--- src/rtl/rawc_pkg.sv ---
// constants and types shared by the rtc alarm and watchdog control block
package rawc_pkg;
    // register addresses
    localparam logic [4:0] ADDR_SEC = 5'h0_0;
    localparam logic [4:0] ADDR_MIN = 5'h0_1;
    localparam logic [4:0] ADDR_HOUR = 5'h0_2;
    localparam logic [4:0] ADDR_DAY = 5'h0_3;
    localparam logic [4:0] ADDR_DATE = 5'h0_4;
    localparam logic [4:0] ADDR_AL_SEC = 5'h0_8;
    localparam logic [4:0] ADDR_AL_MIN = 5'h0_9;
    localparam logic [4:0] ADDR_AL_HOUR = 5'h0_A;
    localparam logic [4:0] ADDR_AL_DAYDATE = 5'h0_B;
    localparam logic [4:0] ADDR_WDOG_LOW = 5'h0_C;
    localparam logic [4:0] ADDR_WDOG_HIGH = 5'h0_D;
    localparam logic [4:0] ADDR_EVENT_FLAGS = 5'h0_E;
    localparam logic [4:0] ADDR_CONTROL_SECOND = 5'h0_F;
    // field positions
    localparam int ALARM_MASK_BIT = 7;
    localparam int DAY_DATE_SEL_BIT = 6;
    localparam int FLAG_ALARM_BIT = 0;
    localparam int FLAG_WDOG_BIT = 1;
    localparam int FLAG_IRQ_BIT = 2;
    localparam int CTL_EXT_UPDATE_BIT = 7;
    localparam int CTL_OSC_EN_N_BIT = 6;
    localparam int CTL_ALARM_IRQ_EN_BIT = 5;
    localparam int CTL_ALARM_PWR_EN_BIT = 4;
    localparam int CTL_WDOG_OUT_EN_BIT = 3;
    localparam int CTL_WDOG_STEER_BIT = 2;
    localparam int CTL_XTAL_LOAD_BIT = 1;
    // reset values: ext update on, all other control bits zero
    localparam logic [7:0] CONTROL_RESET = 8'h8_0;
    localparam logic [7:0] ZERO_BYTE = 8'h0_0;
    // timing
    localparam int CLK_HZ = 25_000_000;
    localparam int TICK_WDOG_MS = 10;
    localparam int WDOG_TICK_CYCLES = CLK_HZ / 1000 * TICK_WDOG_MS;
    localparam int RESET_MIN_MS = 40;
    localparam int RESET_MAX_MS = 200;
    localparam int RESET_CYCLES_DFLT = (CLK_HZ / 1000) * ((RESET_MIN_MS + RESET_MAX_MS) / 2);
    localparam int SECOND_CYCLES_DFLT = CLK_HZ;
    // alarm match modes
    typedef enum logic [2:0] {
        RAWC_AL_EVERY = 3'b000,
        RAWC_AL_SEC = 3'b001,
        RAWC_AL_MINSEC = 3'b010,
        RAWC_AL_HMS = 3'b011,
        RAWC_AL_DATE = 3'b100,
        RAWC_AL_DAY = 3'b101
    } rawc_alarm_mode_t;
endpackage : rawc_pkg

--- src/rtl/rawc_top.sv ---
// control logic of a battery-backed rtc: access gate, reset stretch, alarm, watchdog, flags
`timescale 1ns/1ns
`default_nettype none
// Overview of operation
// - below power-fail, all bus accesses refused, inputs ignored, data outputs tri-stated
// - reset out pulled low at power fail, held 40-200 ms after supply returns
// - oscillator runs only while osc_enable_n is 0
// - clearing ext_update_enable freezes visible time, internal count continues
// - setting ext_update_enable resumes visible updates within one second
// - setting ext_update_enable copies host-written time into internal counters
// - crystal load select bit chooses 6 pF or 12.5 pF setting
// - alarm settings live in byte registers 08h through 0Bh
// - masks decode to every-second, seconds, min-sec, hms, date or weekday match
// - undefined mask combinations fire the alarm every second
// - matching fields set alarm_flag regardless of output enables
// - alarm_flag drives irq if irq-enabled, power_on if power-enabled
// - watchdog period from two bcd bytes 0Ch/0Dh in 10 ms steps
// - timeout without host write sets wdog_flag even with outputs disabled
// - timeout, output enabled, steer 0: set flags and pull irq low
// - timeout, output enabled, steer 1: flag, reset pulse, clear output enable
// - after each timeout the watchdog reloads and restarts
// - each host watchdog register write reloads and restarts the period
// - both watchdog bytes zero disables the watchdog
// - watchdog starts disabled at power-up
// - reading flags at 0Eh clears them on address change or strobe rise
// - irq released once irq_pending_flag is cleared
// - read while select and output enable low and write high; write while select and write both low
// - power-up forces osc, irq enables, watchdog enable and steer to zero
module rawc_top #(
    parameter int RESET_CYCLES = rawc_pkg::RESET_CYCLES_DFLT,
    parameter int SECOND_CYCLES = rawc_pkg::SECOND_CYCLES_DFLT,
    parameter int WDOG_TICK = rawc_pkg::WDOG_TICK_CYCLES
) (
    input wire logic I_SYS_CLK,
    input wire logic I_RESETN,
    input wire logic I_POWER_OK,
    input wire logic I_CS_N,
    input wire logic I_OE_N,
    input wire logic I_WE_N,
    input wire logic [4:0] I_ADDR,
    input wire logic [7:0] I_DQ,
    output logic [7:0] O_DQ,
    output logic O_DQ_OE_N,
    output logic O_IRQ_N,
    output logic O_POWER_ON_N,
    output logic O_RESET_OUT_N,
    output logic O_OSC_RUN,
    output logic O_XTAL_LOAD_SEL
);
    // bus sampling state
    logic cs_n_q, oe_n_q, we_n_q;
    logic [4:0] addr_q;
    logic wr_act_q;
    logic clr_armed_q, clr_armed_d;
    // register state
    logic [7:0] al_q [4];
    logic [7:0] al_d [4];
    logic [7:0] wd_lo_q, wd_lo_d, wd_hi_q, wd_hi_d;
    logic [7:0] ctl_q, ctl_d;
    logic alarm_flag_q, alarm_flag_d, wdog_flag_q, wdog_flag_d, irq_flag_q, irq_flag_d;
    // time: internal counters and host-visible copy
    logic [7:0] in_t_q [5];
    logic [7:0] in_t_d [5];
    logic [7:0] ex_t_q [5];
    logic [7:0] ex_t_d [5];
    logic [31:0] sec_cnt_q, sec_cnt_d;
    logic [31:0] wd_tick_q, wd_tick_d;
    logic [15:0] wd_cnt_q, wd_cnt_d;
    logic [31:0] rst_cnt_q, rst_cnt_d;
    logic [7:0] dq_q, dq_d;
    logic dq_oe_n_q, dq_oe_n_d;
    logic irq_n_q, pwr_n_q, rst_n_q, osc_run_q;
    logic sec_tick, wd_timeout, wd_write, wr_start, flag_read, flag_clear;
    logic al_match;
    rawc_pkg::rawc_alarm_mode_t al_mode;

    // bcd increment with wrap to a floor value
    function automatic logic [7:0] bcd_inc(input logic [7:0] v, input logic [7:0] top,
                                           input logic [7:0] floor_v);
        logic [7:0] r;
        r = v;
        if (v >= top) begin
            r = floor_v;
        end else if (v[3:0] == 4'h9) begin
            r = {v[7:4] + 4'h1, 4'h0};
        end else begin
            r = {v[7:4], v[3:0] + 4'h1};
        end
        return r;
    endfunction : bcd_inc

    // 4-digit bcd decrement, wraps zero to 9999
    function automatic logic [15:0] bcd_dec4(input logic [15:0] v);
        logic [15:0] r;
        int i;
        logic brw;
        r = v;
        brw = 1'b1;
        for (i = 0; i < 4; i++) begin
            if (brw) begin
                if (r[i*4 +: 4] == 4'h0) begin
                    r[i*4 +: 4] = 4'h9;
                end else begin
                    r[i*4 +: 4] = r[i*4 +: 4] - 4'h1;
                    brw = 1'b0;
                end
            end
        end
        return r;
    endfunction : bcd_dec4

    // bus strobes are ignored entirely while supply is below trip point
    logic acc_ok;
    assign acc_ok = I_POWER_OK;
    assign wr_start = acc_ok && !cs_n_q && !we_n_q && !wr_act_q;
    assign wd_write = wr_start && (addr_q == rawc_pkg::ADDR_WDOG_LOW ||
                                   addr_q == rawc_pkg::ADDR_WDOG_HIGH);
    assign flag_read = acc_ok && !cs_n_q && we_n_q && !oe_n_q &&
                       addr_q == rawc_pkg::ADDR_EVENT_FLAGS;
    // clear fires when the armed read ends by address change or strobe rise
    assign flag_clear = clr_armed_q && (I_CS_N || I_OE_N || I_ADDR != addr_q ||
                                        !acc_ok);
    assign sec_tick = !ctl_q[rawc_pkg::CTL_OSC_EN_N_BIT] &&
                      sec_cnt_q == 32'(SECOND_CYCLES - 1);
    assign wd_timeout = (wd_lo_q != rawc_pkg::ZERO_BYTE || wd_hi_q != rawc_pkg::ZERO_BYTE) &&
                        wd_tick_q == 32'(WDOG_TICK - 1) && wd_cnt_q == 16'h0_001 &&
                        !wd_write;

    // alarm mode decode from masks
    always_comb begin
        unique case ({al_q[3][rawc_pkg::ALARM_MASK_BIT], al_q[2][rawc_pkg::ALARM_MASK_BIT],
                      al_q[1][rawc_pkg::ALARM_MASK_BIT], al_q[0][rawc_pkg::ALARM_MASK_BIT]})
            4'b1110: al_mode = rawc_pkg::RAWC_AL_SEC;
            4'b1100: al_mode = rawc_pkg::RAWC_AL_MINSEC;
            4'b1000: al_mode = rawc_pkg::RAWC_AL_HMS;
            4'b0000: al_mode = al_q[3][rawc_pkg::DAY_DATE_SEL_BIT] ?
                               rawc_pkg::RAWC_AL_DAY : rawc_pkg::RAWC_AL_DATE;
            default: al_mode = rawc_pkg::RAWC_AL_EVERY;
        endcase
    end

    // field compare against the internal count, evaluated on each second step
    always_comb begin
        logic s_eq, m_eq, h_eq;
        s_eq = in_t_q[0] == {1'b0, al_q[0][6:0]};
        m_eq = in_t_q[1] == {1'b0, al_q[1][6:0]};
        h_eq = in_t_q[2] == {2'b00, al_q[2][5:0]};
        unique case (al_mode)
            rawc_pkg::RAWC_AL_EVERY: al_match = 1'b1;
            rawc_pkg::RAWC_AL_SEC: al_match = s_eq;
            rawc_pkg::RAWC_AL_MINSEC: al_match = s_eq && m_eq;
            rawc_pkg::RAWC_AL_HMS: al_match = s_eq && m_eq && h_eq;
            rawc_pkg::RAWC_AL_DATE: al_match = s_eq && m_eq && h_eq &&
                                               in_t_q[4] == {2'b00, al_q[3][5:0]};
            rawc_pkg::RAWC_AL_DAY: al_match = s_eq && m_eq && h_eq &&
                                              in_t_q[3] == {5'h00, al_q[3][2:0]};
            default: al_match = 1'b0;
        endcase
    end

    // next state of registers, counters and flags
    always_comb begin
        logic ext_up;
        ext_up = ctl_q[rawc_pkg::CTL_EXT_UPDATE_BIT];
        al_d = al_q;
        wd_lo_d = wd_lo_q;
        wd_hi_d = wd_hi_q;
        ctl_d = ctl_q;
        in_t_d = in_t_q;
        ex_t_d = ex_t_q;
        sec_cnt_d = sec_cnt_q;
        wd_tick_d = wd_tick_q;
        wd_cnt_d = wd_cnt_q;
        alarm_flag_d = alarm_flag_q;
        wdog_flag_d = wdog_flag_q;
        irq_flag_d = irq_flag_q;
        clr_armed_d = clr_armed_q;
        // time base runs only while oscillator enabled
        if (!ctl_q[rawc_pkg::CTL_OSC_EN_N_BIT]) begin
            sec_cnt_d = sec_tick ? 32'h0000_0000 : sec_cnt_q + 32'h0000_0001;
        end
        if (sec_tick) begin
            in_t_d[0] = bcd_inc(in_t_q[0], 8'h5_9, 8'h0_0);
            if (in_t_q[0] == 8'h5_9) begin
                in_t_d[1] = bcd_inc(in_t_q[1], 8'h5_9, 8'h0_0);
                if (in_t_q[1] == 8'h5_9) begin
                    in_t_d[2] = bcd_inc(in_t_q[2], 8'h2_3, 8'h0_0);
                    if (in_t_q[2] == 8'h2_3) begin
                        in_t_d[3] = bcd_inc(in_t_q[3], 8'h0_7, 8'h0_1);
                        in_t_d[4] = bcd_inc(in_t_q[4], 8'h3_1, 8'h0_1);
                    end
                end
            end
            if (al_match) begin
                alarm_flag_d = 1'b1;
            end
        end
        // visible copy follows internal count only while updates enabled
        if (ext_up) begin
            ex_t_d = in_t_d;
        end
        // host write decode
        if (wr_start) begin
            unique case (addr_q)
                rawc_pkg::ADDR_SEC, rawc_pkg::ADDR_MIN, rawc_pkg::ADDR_HOUR,
                rawc_pkg::ADDR_DAY, rawc_pkg::ADDR_DATE: ex_t_d[addr_q[2:0]] = I_DQ;
                rawc_pkg::ADDR_AL_SEC, rawc_pkg::ADDR_AL_MIN, rawc_pkg::ADDR_AL_HOUR,
                rawc_pkg::ADDR_AL_DAYDATE: al_d[addr_q[1:0]] = I_DQ;
                rawc_pkg::ADDR_WDOG_LOW: wd_lo_d = I_DQ;
                rawc_pkg::ADDR_WDOG_HIGH: wd_hi_d = I_DQ;
                rawc_pkg::ADDR_CONTROL_SECOND: begin
                    ctl_d = I_DQ;
                    if (I_DQ[rawc_pkg::CTL_EXT_UPDATE_BIT] && !ext_up) begin
                        in_t_d = ex_t_q;
                        sec_cnt_d = 32'h0000_0000;
                    end
                end
                default: ;
            endcase
        end
        // watchdog: reload on write or timeout, else count 10 ms steps
        if (wd_write || wd_timeout) begin
            wd_tick_d = 32'h0000_0000;
            wd_cnt_d = wd_write ? (addr_q == rawc_pkg::ADDR_WDOG_LOW ?
                {wd_hi_q, I_DQ} : {I_DQ, wd_lo_q}) : {wd_hi_q, wd_lo_q};
        end else if (wd_cnt_q != 16'h0_000) begin
            if (wd_tick_q == 32'(WDOG_TICK - 1)) begin
                wd_tick_d = 32'h0000_0000;
                wd_cnt_d = bcd_dec4(wd_cnt_q);
            end else begin
                wd_tick_d = wd_tick_q + 32'h0000_0001;
            end
        end
        // flag clear by read first, so a same-cycle event wins
        if (flag_read) begin
            clr_armed_d = 1'b1;
        end
        if (flag_clear) begin
            clr_armed_d = 1'b0;
            alarm_flag_d = sec_tick && al_match;
            wdog_flag_d = 1'b0;
            irq_flag_d = 1'b0;
        end
        if (wd_timeout) begin
            wdog_flag_d = 1'b1;
            if (ctl_q[rawc_pkg::CTL_WDOG_OUT_EN_BIT] &&
                !ctl_q[rawc_pkg::CTL_WDOG_STEER_BIT]) begin
                irq_flag_d = 1'b1;
            end
            if (ctl_q[rawc_pkg::CTL_WDOG_OUT_EN_BIT] &&
                ctl_q[rawc_pkg::CTL_WDOG_STEER_BIT]) begin
                ctl_d[rawc_pkg::CTL_WDOG_OUT_EN_BIT] = 1'b0;
            end
        end
        if (alarm_flag_d && ctl_d[rawc_pkg::CTL_ALARM_IRQ_EN_BIT]) begin
            irq_flag_d = irq_flag_d | (sec_tick && al_match);
        end
    end

    // reset stretch: load on power fail or steered watchdog timeout
    always_comb begin
        if (!I_POWER_OK) begin
            rst_cnt_d = 32'(RESET_CYCLES);
        end else if (wd_timeout && ctl_q[rawc_pkg::CTL_WDOG_OUT_EN_BIT] &&
                     ctl_q[rawc_pkg::CTL_WDOG_STEER_BIT]) begin
            rst_cnt_d = 32'(RESET_CYCLES);
        end else if (rst_cnt_q != 32'h0000_0000) begin
            rst_cnt_d = rst_cnt_q - 32'h0000_0001;
        end else begin
            rst_cnt_d = rst_cnt_q;
        end
    end

    // read data path, tri-stated outside a powered read
    always_comb begin
        dq_oe_n_d = !(acc_ok && !I_CS_N && I_WE_N && !I_OE_N);
        unique case (I_ADDR)
            rawc_pkg::ADDR_SEC, rawc_pkg::ADDR_MIN, rawc_pkg::ADDR_HOUR,
            rawc_pkg::ADDR_DAY, rawc_pkg::ADDR_DATE: dq_d = ex_t_q[I_ADDR[2:0]];
            rawc_pkg::ADDR_AL_SEC, rawc_pkg::ADDR_AL_MIN, rawc_pkg::ADDR_AL_HOUR,
            rawc_pkg::ADDR_AL_DAYDATE: dq_d = al_q[I_ADDR[1:0]];
            rawc_pkg::ADDR_WDOG_LOW: dq_d = wd_lo_q;
            rawc_pkg::ADDR_WDOG_HIGH: dq_d = wd_hi_q;
            rawc_pkg::ADDR_EVENT_FLAGS: dq_d = {5'h00, irq_flag_q, wdog_flag_q, alarm_flag_q};
            rawc_pkg::ADDR_CONTROL_SECOND: dq_d = ctl_q;
            default: dq_d = rawc_pkg::ZERO_BYTE;
        endcase
        if (dq_oe_n_d) begin
            dq_d = rawc_pkg::ZERO_BYTE;
        end
    end

    // all state registers; control bits come up at their power-up defaults
    always_ff @(posedge I_SYS_CLK or negedge I_RESETN) begin
        if (!I_RESETN) begin
            cs_n_q <= 1'b1;
            oe_n_q <= 1'b1;
            we_n_q <= 1'b1;
            addr_q <= 5'h0_0;
            wr_act_q <= 1'b0;
            clr_armed_q <= 1'b0;
            al_q <= '{default: 8'h0_0};
            wd_lo_q <= rawc_pkg::ZERO_BYTE;
            wd_hi_q <= rawc_pkg::ZERO_BYTE;
            ctl_q <= rawc_pkg::CONTROL_RESET;
            alarm_flag_q <= 1'b0;
            wdog_flag_q <= 1'b0;
            irq_flag_q <= 1'b0;
            in_t_q <= '{8'h0_0, 8'h0_0, 8'h0_0, 8'h0_1, 8'h0_1};
            ex_t_q <= '{8'h0_0, 8'h0_0, 8'h0_0, 8'h0_1, 8'h0_1};
            sec_cnt_q <= 32'h0000_0000;
            wd_tick_q <= 32'h0000_0000;
            wd_cnt_q <= 16'h0_000;
            rst_cnt_q <= 32'h0000_0000;
            dq_q <= rawc_pkg::ZERO_BYTE;
            dq_oe_n_q <= 1'b1;
            irq_n_q <= 1'b1;
            pwr_n_q <= 1'b1;
            rst_n_q <= 1'b0;
            osc_run_q <= 1'b1; // control reset leaves osc_enable_n at 0
        end else begin
            // select and write strobes ignored during power fail so no stale write fires on return
            cs_n_q <= acc_ok ? I_CS_N : 1'b1;
            oe_n_q <= I_OE_N;
            we_n_q <= acc_ok ? I_WE_N : 1'b1;
            addr_q <= I_ADDR;
            wr_act_q <= acc_ok && !cs_n_q && !we_n_q;
            clr_armed_q <= clr_armed_d;
            al_q <= al_d;
            wd_lo_q <= wd_lo_d;
            wd_hi_q <= wd_hi_d;
            ctl_q <= ctl_d;
            alarm_flag_q <= alarm_flag_d;
            wdog_flag_q <= wdog_flag_d;
            irq_flag_q <= irq_flag_d;
            in_t_q <= in_t_d;
            ex_t_q <= ex_t_d;
            sec_cnt_q <= sec_cnt_d;
            wd_tick_q <= wd_tick_d;
            wd_cnt_q <= wd_cnt_d;
            rst_cnt_q <= rst_cnt_d;
            dq_q <= dq_d;
            dq_oe_n_q <= dq_oe_n_d;
            // irq released as soon as no enabled source is pending
            irq_n_q <= !(acc_ok && (irq_flag_d || (alarm_flag_d &&
                         ctl_d[rawc_pkg::CTL_ALARM_IRQ_EN_BIT])));
            pwr_n_q <= !(alarm_flag_d && ctl_d[rawc_pkg::CTL_ALARM_PWR_EN_BIT]);
            rst_n_q <= I_POWER_OK && rst_cnt_d == 32'h0000_0000;
            osc_run_q <= !ctl_d[rawc_pkg::CTL_OSC_EN_N_BIT];
        end
    end

    assign O_DQ = dq_q;
    assign O_DQ_OE_N = dq_oe_n_q;
    assign O_IRQ_N = irq_n_q;
    assign O_POWER_ON_N = pwr_n_q;
    assign O_RESET_OUT_N = rst_n_q;
    assign O_OSC_RUN = osc_run_q;
    assign O_XTAL_LOAD_SEL = ctl_q[rawc_pkg::CTL_XTAL_LOAD_BIT];

    // checks
    chk_powerfail_tristate: assert property (@(posedge I_SYS_CLK) disable iff (!I_RESETN)
        !I_POWER_OK |=> O_DQ_OE_N) else $error("data driven during power fail");
    chk_reset_on_fail: assert property (@(posedge I_SYS_CLK) disable iff (!I_RESETN)
        !I_POWER_OK |=> !O_RESET_OUT_N) else $error("reset not low on power fail");
    chk_wdog_flag_set: assert property (@(posedge I_SYS_CLK) disable iff (!I_RESETN)
        wd_timeout |=> wdog_flag_q) else $error("timeout without wdog flag");
    chk_wdog_irq_path: assert property (@(posedge I_SYS_CLK) disable iff (!I_RESETN)
        wd_timeout && ctl_q[3] && !ctl_q[2] && I_POWER_OK |=> irq_flag_q && !O_IRQ_N)
        else $error("steer zero timeout missed irq");
    chk_wdog_rst_path: assert property (@(posedge I_SYS_CLK) disable iff (!I_RESETN)
        wd_timeout && ctl_q[3] && ctl_q[2] |=> !O_RESET_OUT_N && !ctl_q[3])
        else $error("steer one timeout missed reset");
    chk_wdog_disabled: assert property (@(posedge I_SYS_CLK) disable iff (!I_RESETN)
        wd_lo_q == 8'h0_0 && wd_hi_q == 8'h0_0 |-> wd_cnt_q == 16'h0_000 && !wd_timeout)
        else $error("disabled watchdog timed out");
    chk_wdog_reload: assert property (@(posedge I_SYS_CLK) disable iff (!I_RESETN)
        wd_write |=> wd_tick_q == 32'h0000_0000) else $error("write did not reload");
    chk_freeze_visible: assert property (@(posedge I_SYS_CLK) disable iff (!I_RESETN)
        !ctl_q[7] && !ctl_d[7] && !wr_start |=> $stable(ex_t_q[0]))
        else $error("visible time moved while frozen");
    chk_irq_release: assert property (@(posedge I_SYS_CLK) disable iff (!I_RESETN)
        !irq_flag_q && !(alarm_flag_q && ctl_q[5]) && !irq_flag_d && !(alarm_flag_d && ctl_d[5])
        |=> O_IRQ_N) else $error("irq held with nothing pending");
    chk_flag_cleared: assert property (@(posedge I_SYS_CLK) disable iff (!I_RESETN)
        flag_clear && !wd_timeout |=> !wdog_flag_q) else $error("read did not clear");
    cov_wdog_timeout: cover property (@(posedge I_SYS_CLK) disable iff (!I_RESETN) wd_timeout);
    cov_alarm_set: cover property (@(posedge I_SYS_CLK) disable iff (!I_RESETN)
        $rose(alarm_flag_q));
    cov_flag_clear: cover property (@(posedge I_SYS_CLK) disable iff (!I_RESETN) flag_clear);
endmodule : rawc_top
`default_nettype wire

--- config.mk ---
export PLATFORM = sky130hd
export DESIGN_NAME = rawc_top
export DESIGN_NICKNAME = d
export VERILOG_FILES = /design/src/rtl/rawc_pkg.sv /design/src/rtl/rawc_top.sv
export SDC_FILE = /design/constraint.sdc
export NUM_CORES = 1
export LEC_CHECK = 0
export BUFFER_PORTS_ARGS = -buffer_cell sky130_fd_sc_hd__buf_2
export CAP_MARGIN = 20
export CORE_AREA = 8 8 164 166
export CTS_CLUSTER_SIZE = 30
export DETAILED_ROUTE_END_ITERATION = 6
export DIE_AREA = 0 0 172 174
export PLACE_DENSITY = 0.81
export SETUP_SLACK_MARGIN = 0.05
export SYNTH_ARGS = -nofsm -noshare
export SYNTH_HDL_FRONTEND = slang
export SYNTH_SLANG_ARGS = --single-unit
--- constraint.sdc ---
create_clock -name I_SYS_CLK -period 3.6 [get_ports I_SYS_CLK]
set_clock_uncertainty 0.1 [all_clocks]
set_input_delay 1.08 -clock I_SYS_CLK [delete_from_list [all_inputs] [get_ports I_SYS_CLK]]
set_output_delay 1.08 -clock I_SYS_CLK [all_outputs]
set_load 0.02 [all_outputs]
==> summary.md <==
| Metric | Value |
|---|---|
| Clk root buf | `clkbuf_16` |
| Clk buf depth | `3` |
| Worst-path cell chain | `inv_1, ha_1, nor4b_1, nand3_1, a21o_1, or4_1, xnor2_1, a2111oi_1, nand4_1, nor4_1` |
| CP max stage delay | `0.44 ns` |
| Sequential Power Share | `47.0%` |
| Fmax | `305 MHz` |
| Tightest Pin Transition | `0.695 ns` |
| Synth area leaders | `dfrtp_1, nor2_1, mux2_2` |
| First-pass GRT wire length | `66000 µm` |
| Peak supply drop | `409 µV` |
| Sw Share | `26.6%` |
| Vias per cell | `6.47` |
| Outcome | `finished, final reports clean` |
| Clk_lat worst skew | `0.57 ns` |
| Kind of critical path | `register to register` |
| Static Leak | `7.37 nW` |
| Final Non-Filler Cells | `1987` |
| Antenna diodes | `0` |
| Slowest cell on the critical path | `dfrtp_1` |
| Combinational share of power | `11.5%` |
| Multi-input logic area | `8010 µm²` |
| Initial antenna violation count | `0` |
| Die width | `172 µm` |
| Final Util | `69.7%` |
| # DRC | `0` |
| Worst relative slew slack | `53.6%` |
| Die height | `174 µm` |
| Library cells used by synthesis | `88` |
| Worst EP required | `3.92 ns` |
| Most numerous cell in the Yosys netlist | `dfrtp_1` |
| TNS Setup | `0 ns` |
| Top-area cell type share of the netlist area | `42.7%` |
| Share of flip-flops with an asynchronous set or reset | `100%` |
| # clock sinks | `274` |
| Share of layout cells above drive strength 1 | `15.1%` |
| DRT iter0 DRCs | `1268` |
| Final period util | `91.0%` |
| Via count | `12850` |
| Worst EP arrival | `3.60 ns` |
| Cell area after synthesis | `15400 µm²` |
| RSZ-0062 raised after global routing | `false` |
| Syn Nets | `1646` |
| Clk slew on worst S/H paths | `0.06 ns` |
| Register bit total from synthesis | `274` |
| Hold_ws | `0.378 ns` |
| Worst Path Max Fanout | `6` |
| Power Density | `448 nW/µm²` |
| Synth Instances | `1606` |
| GP Congestion | `0.938` |
| Minimum clock period | `3.28 ns` |
| Sequential cell area | `6870 µm²` |
| Setup Viol. Count Final | `0` |
| Seq/Total Area, Yosys | `44.7%` |
| Synth top cells by count | `dfrtp_1, nor2_1, nand2_1` |
| Routed wire length | `40000 µm` |
| Final instance area | `17100 µm²` |
| Total grt overflow | `0` |
| DR WL/cell | `20.1 µm` |
| Hold WC Path Type | `input port to async pin` |
| Post-synth EDFFs | `0` |
| First drt pass iteration count | `7` |
| Post-CTS setup buffer count | `0` |
| CTS tree | `built` |
| I/O pins | `33` |
| DRT antenna net count | `0` |
| Critical path capture point type | `register` |
| YS warnings | `0` |
| Cells after DPL | `1931` |
| CTS Buf Count | `30` |
| Core area | `24500 µm²` |
| Synth-to-Final Area Change | `11.2%` |
| Number of max-cap violations | `0` |
| H-tree levels | `1` |
| Startpoint class of the critical path | `register` |
| Largest net degree at the start of global routing | `77` |
| HPWL after DPL | `27700 µm` |
| Placed cell area | `16000 µm²` |
| Die area | `29900 µm²` |
| Ys flop type | `dfrtp_1` |
| Clock power share | `41.5%` |
| Int Power | `0.00562 W` |
| Cell taking the most area after synthesis | `dfrtp_1` |
| Max Slew Vio Count | `0` |
| Fillers | `1795` |
| Port Buffers | `32` |
| Fin nets | `1673` |
| Post-synthesis average cell area | `9.56 µm²` |
| Psw | `0.00204 W` |
| Total track usage | `27.0%` |
| Final Hold Vio Count | `0` |
| FP Rows | `58` |
| Vias in the first global route | `12808` |
| Initial Utilization | `62.6%` |
power by group through the flow:
stage / Clock [W] / Sequential, W / Combinational, W
floorplan: 0 / 0.00353 / 0.000626
global placement: 0 / 0.00363 / 0.000828
detailed placement: 0 / 0.00364 / 0.000870
CTS: 0.00320 / 0.00359 / 0.000880
global route: 0.00333 / 0.00362 / 0.000987
finish: 0.00318 / 0.00359 / 0.000884
sequential cells by signal (all words and copies together) (netlist names), 5 cells and up:
signal,count
sec_cnt_q,32
wd_hi_q,8
wd_lo_q,8
wd_tick_q,32
addr_q,5
rst_cnt_q,32
in_t_q,40
O_DQ,8
al_q,32
wd_cnt_q,16
ctl_q,8
ex_t_q,40
worst max-delay path: cells and delay by family, from the launching register on:
kind	cells	cell delay [ns]
AND/OR/NAND/NOR	5	1.51
AO/OA/AOI/OAI	2	0.65
flip-flops	1	0.44
adder cells (fa/ha/maj)	1	0.17
XOR/XNOR	1	0.17
buffers and inverters	1	0.11
timing repair:
action                     4_1_cts  5_1_grt
setup endpoints to repair        0        1
hold buffers                     0        0
hold endpoints to repair         0        0
gates resized for setup          0        1
per-layer routing:
layer	vias to the layer above	track usage, %	wire length (µm)
met4	0	11.6	1870
met5	-	0	0
li1	5853	-	-
met3	134	4.15	2580
met2	550	44.8	19200
met1	6313	34.5	16300
metrics by stage:
step                      total power, W  setup slack [ns]
after floorplan                  0.00416             0.332
after global placement           0.00445             0.101
after detailed placement         0.00451            0.0786
final                            0.00766             0.325
after global routing             0.00794            0.0716
after CTS                        0.00767             0.190
layout make-up:
type / instances / area share (%)
clock buffers: 45 / 5.43
clock inverters: 11 / 0.644
inverters: 34 / 0.747
multi-input cells: 1211 / 46.9
flip-flops and latches: 274 / 40.2
well taps: 330 / 2.42
repair buffers: 82 / 3.63
cells in the final DEF, fill, tap and decap left out, drive strengths merged, types with 19 or more instances in the layout:
cell / netlist / final
dfrtp: 262 / 262
nor2: 167 / 167
nand2: 153 / 153
o21ai: 103 / 103
buf: 22 / 82
a21oi: 77 / 77
nand3: 62 / 62
xor2: 59 / 59
mux2: 53 / 53
nor4: 45 / 45
clkbuf: 65 / 45
xnor2: 42 / 42
inv: 34 / 34
nor3: 32 / 32
mux2i: 31 / 31
nand4: 27 / 27
and3: 26 / 26
a21o: 25 / 25
nand2b: 21 / 21
ha: 21 / 21
mux4: 19 / 19
and2: 19 / 19
kinds of logic after synthesis:
logic type / after synthesis / synth area share, %
flip-flops: 274 / 44.7
AO/OA/AOI/OAI: 322 / 13.2
multiplexers: 103 / 8.69
AND/OR/NAND/NOR: 663 / 22.7
XOR/XNOR: 101 / 5.76
buffers and inverters: 121 / 3.19
adder cells (fa/ha/maj): 22 / 1.78
final timing paths:
path,start,endpoint,slack [ns],depth (start not counted)
max,rst_cnt_q[0],O_RESET_OUT_N,0.32,10
min,I_RESETN,rst_cnt_q[13],0.38,1
max reg2reg,rst_cnt_q[0],O_RESET_OUT_N,0.32,10
min reg2reg,ex_t_q[0],in_t_q[0],0.38,2
max in group asynchronous,I_RESETN,cs_n_q,2.09,2
min in group I_SYS_CLK,ex_t_q[0],in_t_q[0],0.38,2
No activity file was read; power rests on OpenSTA's default activity.
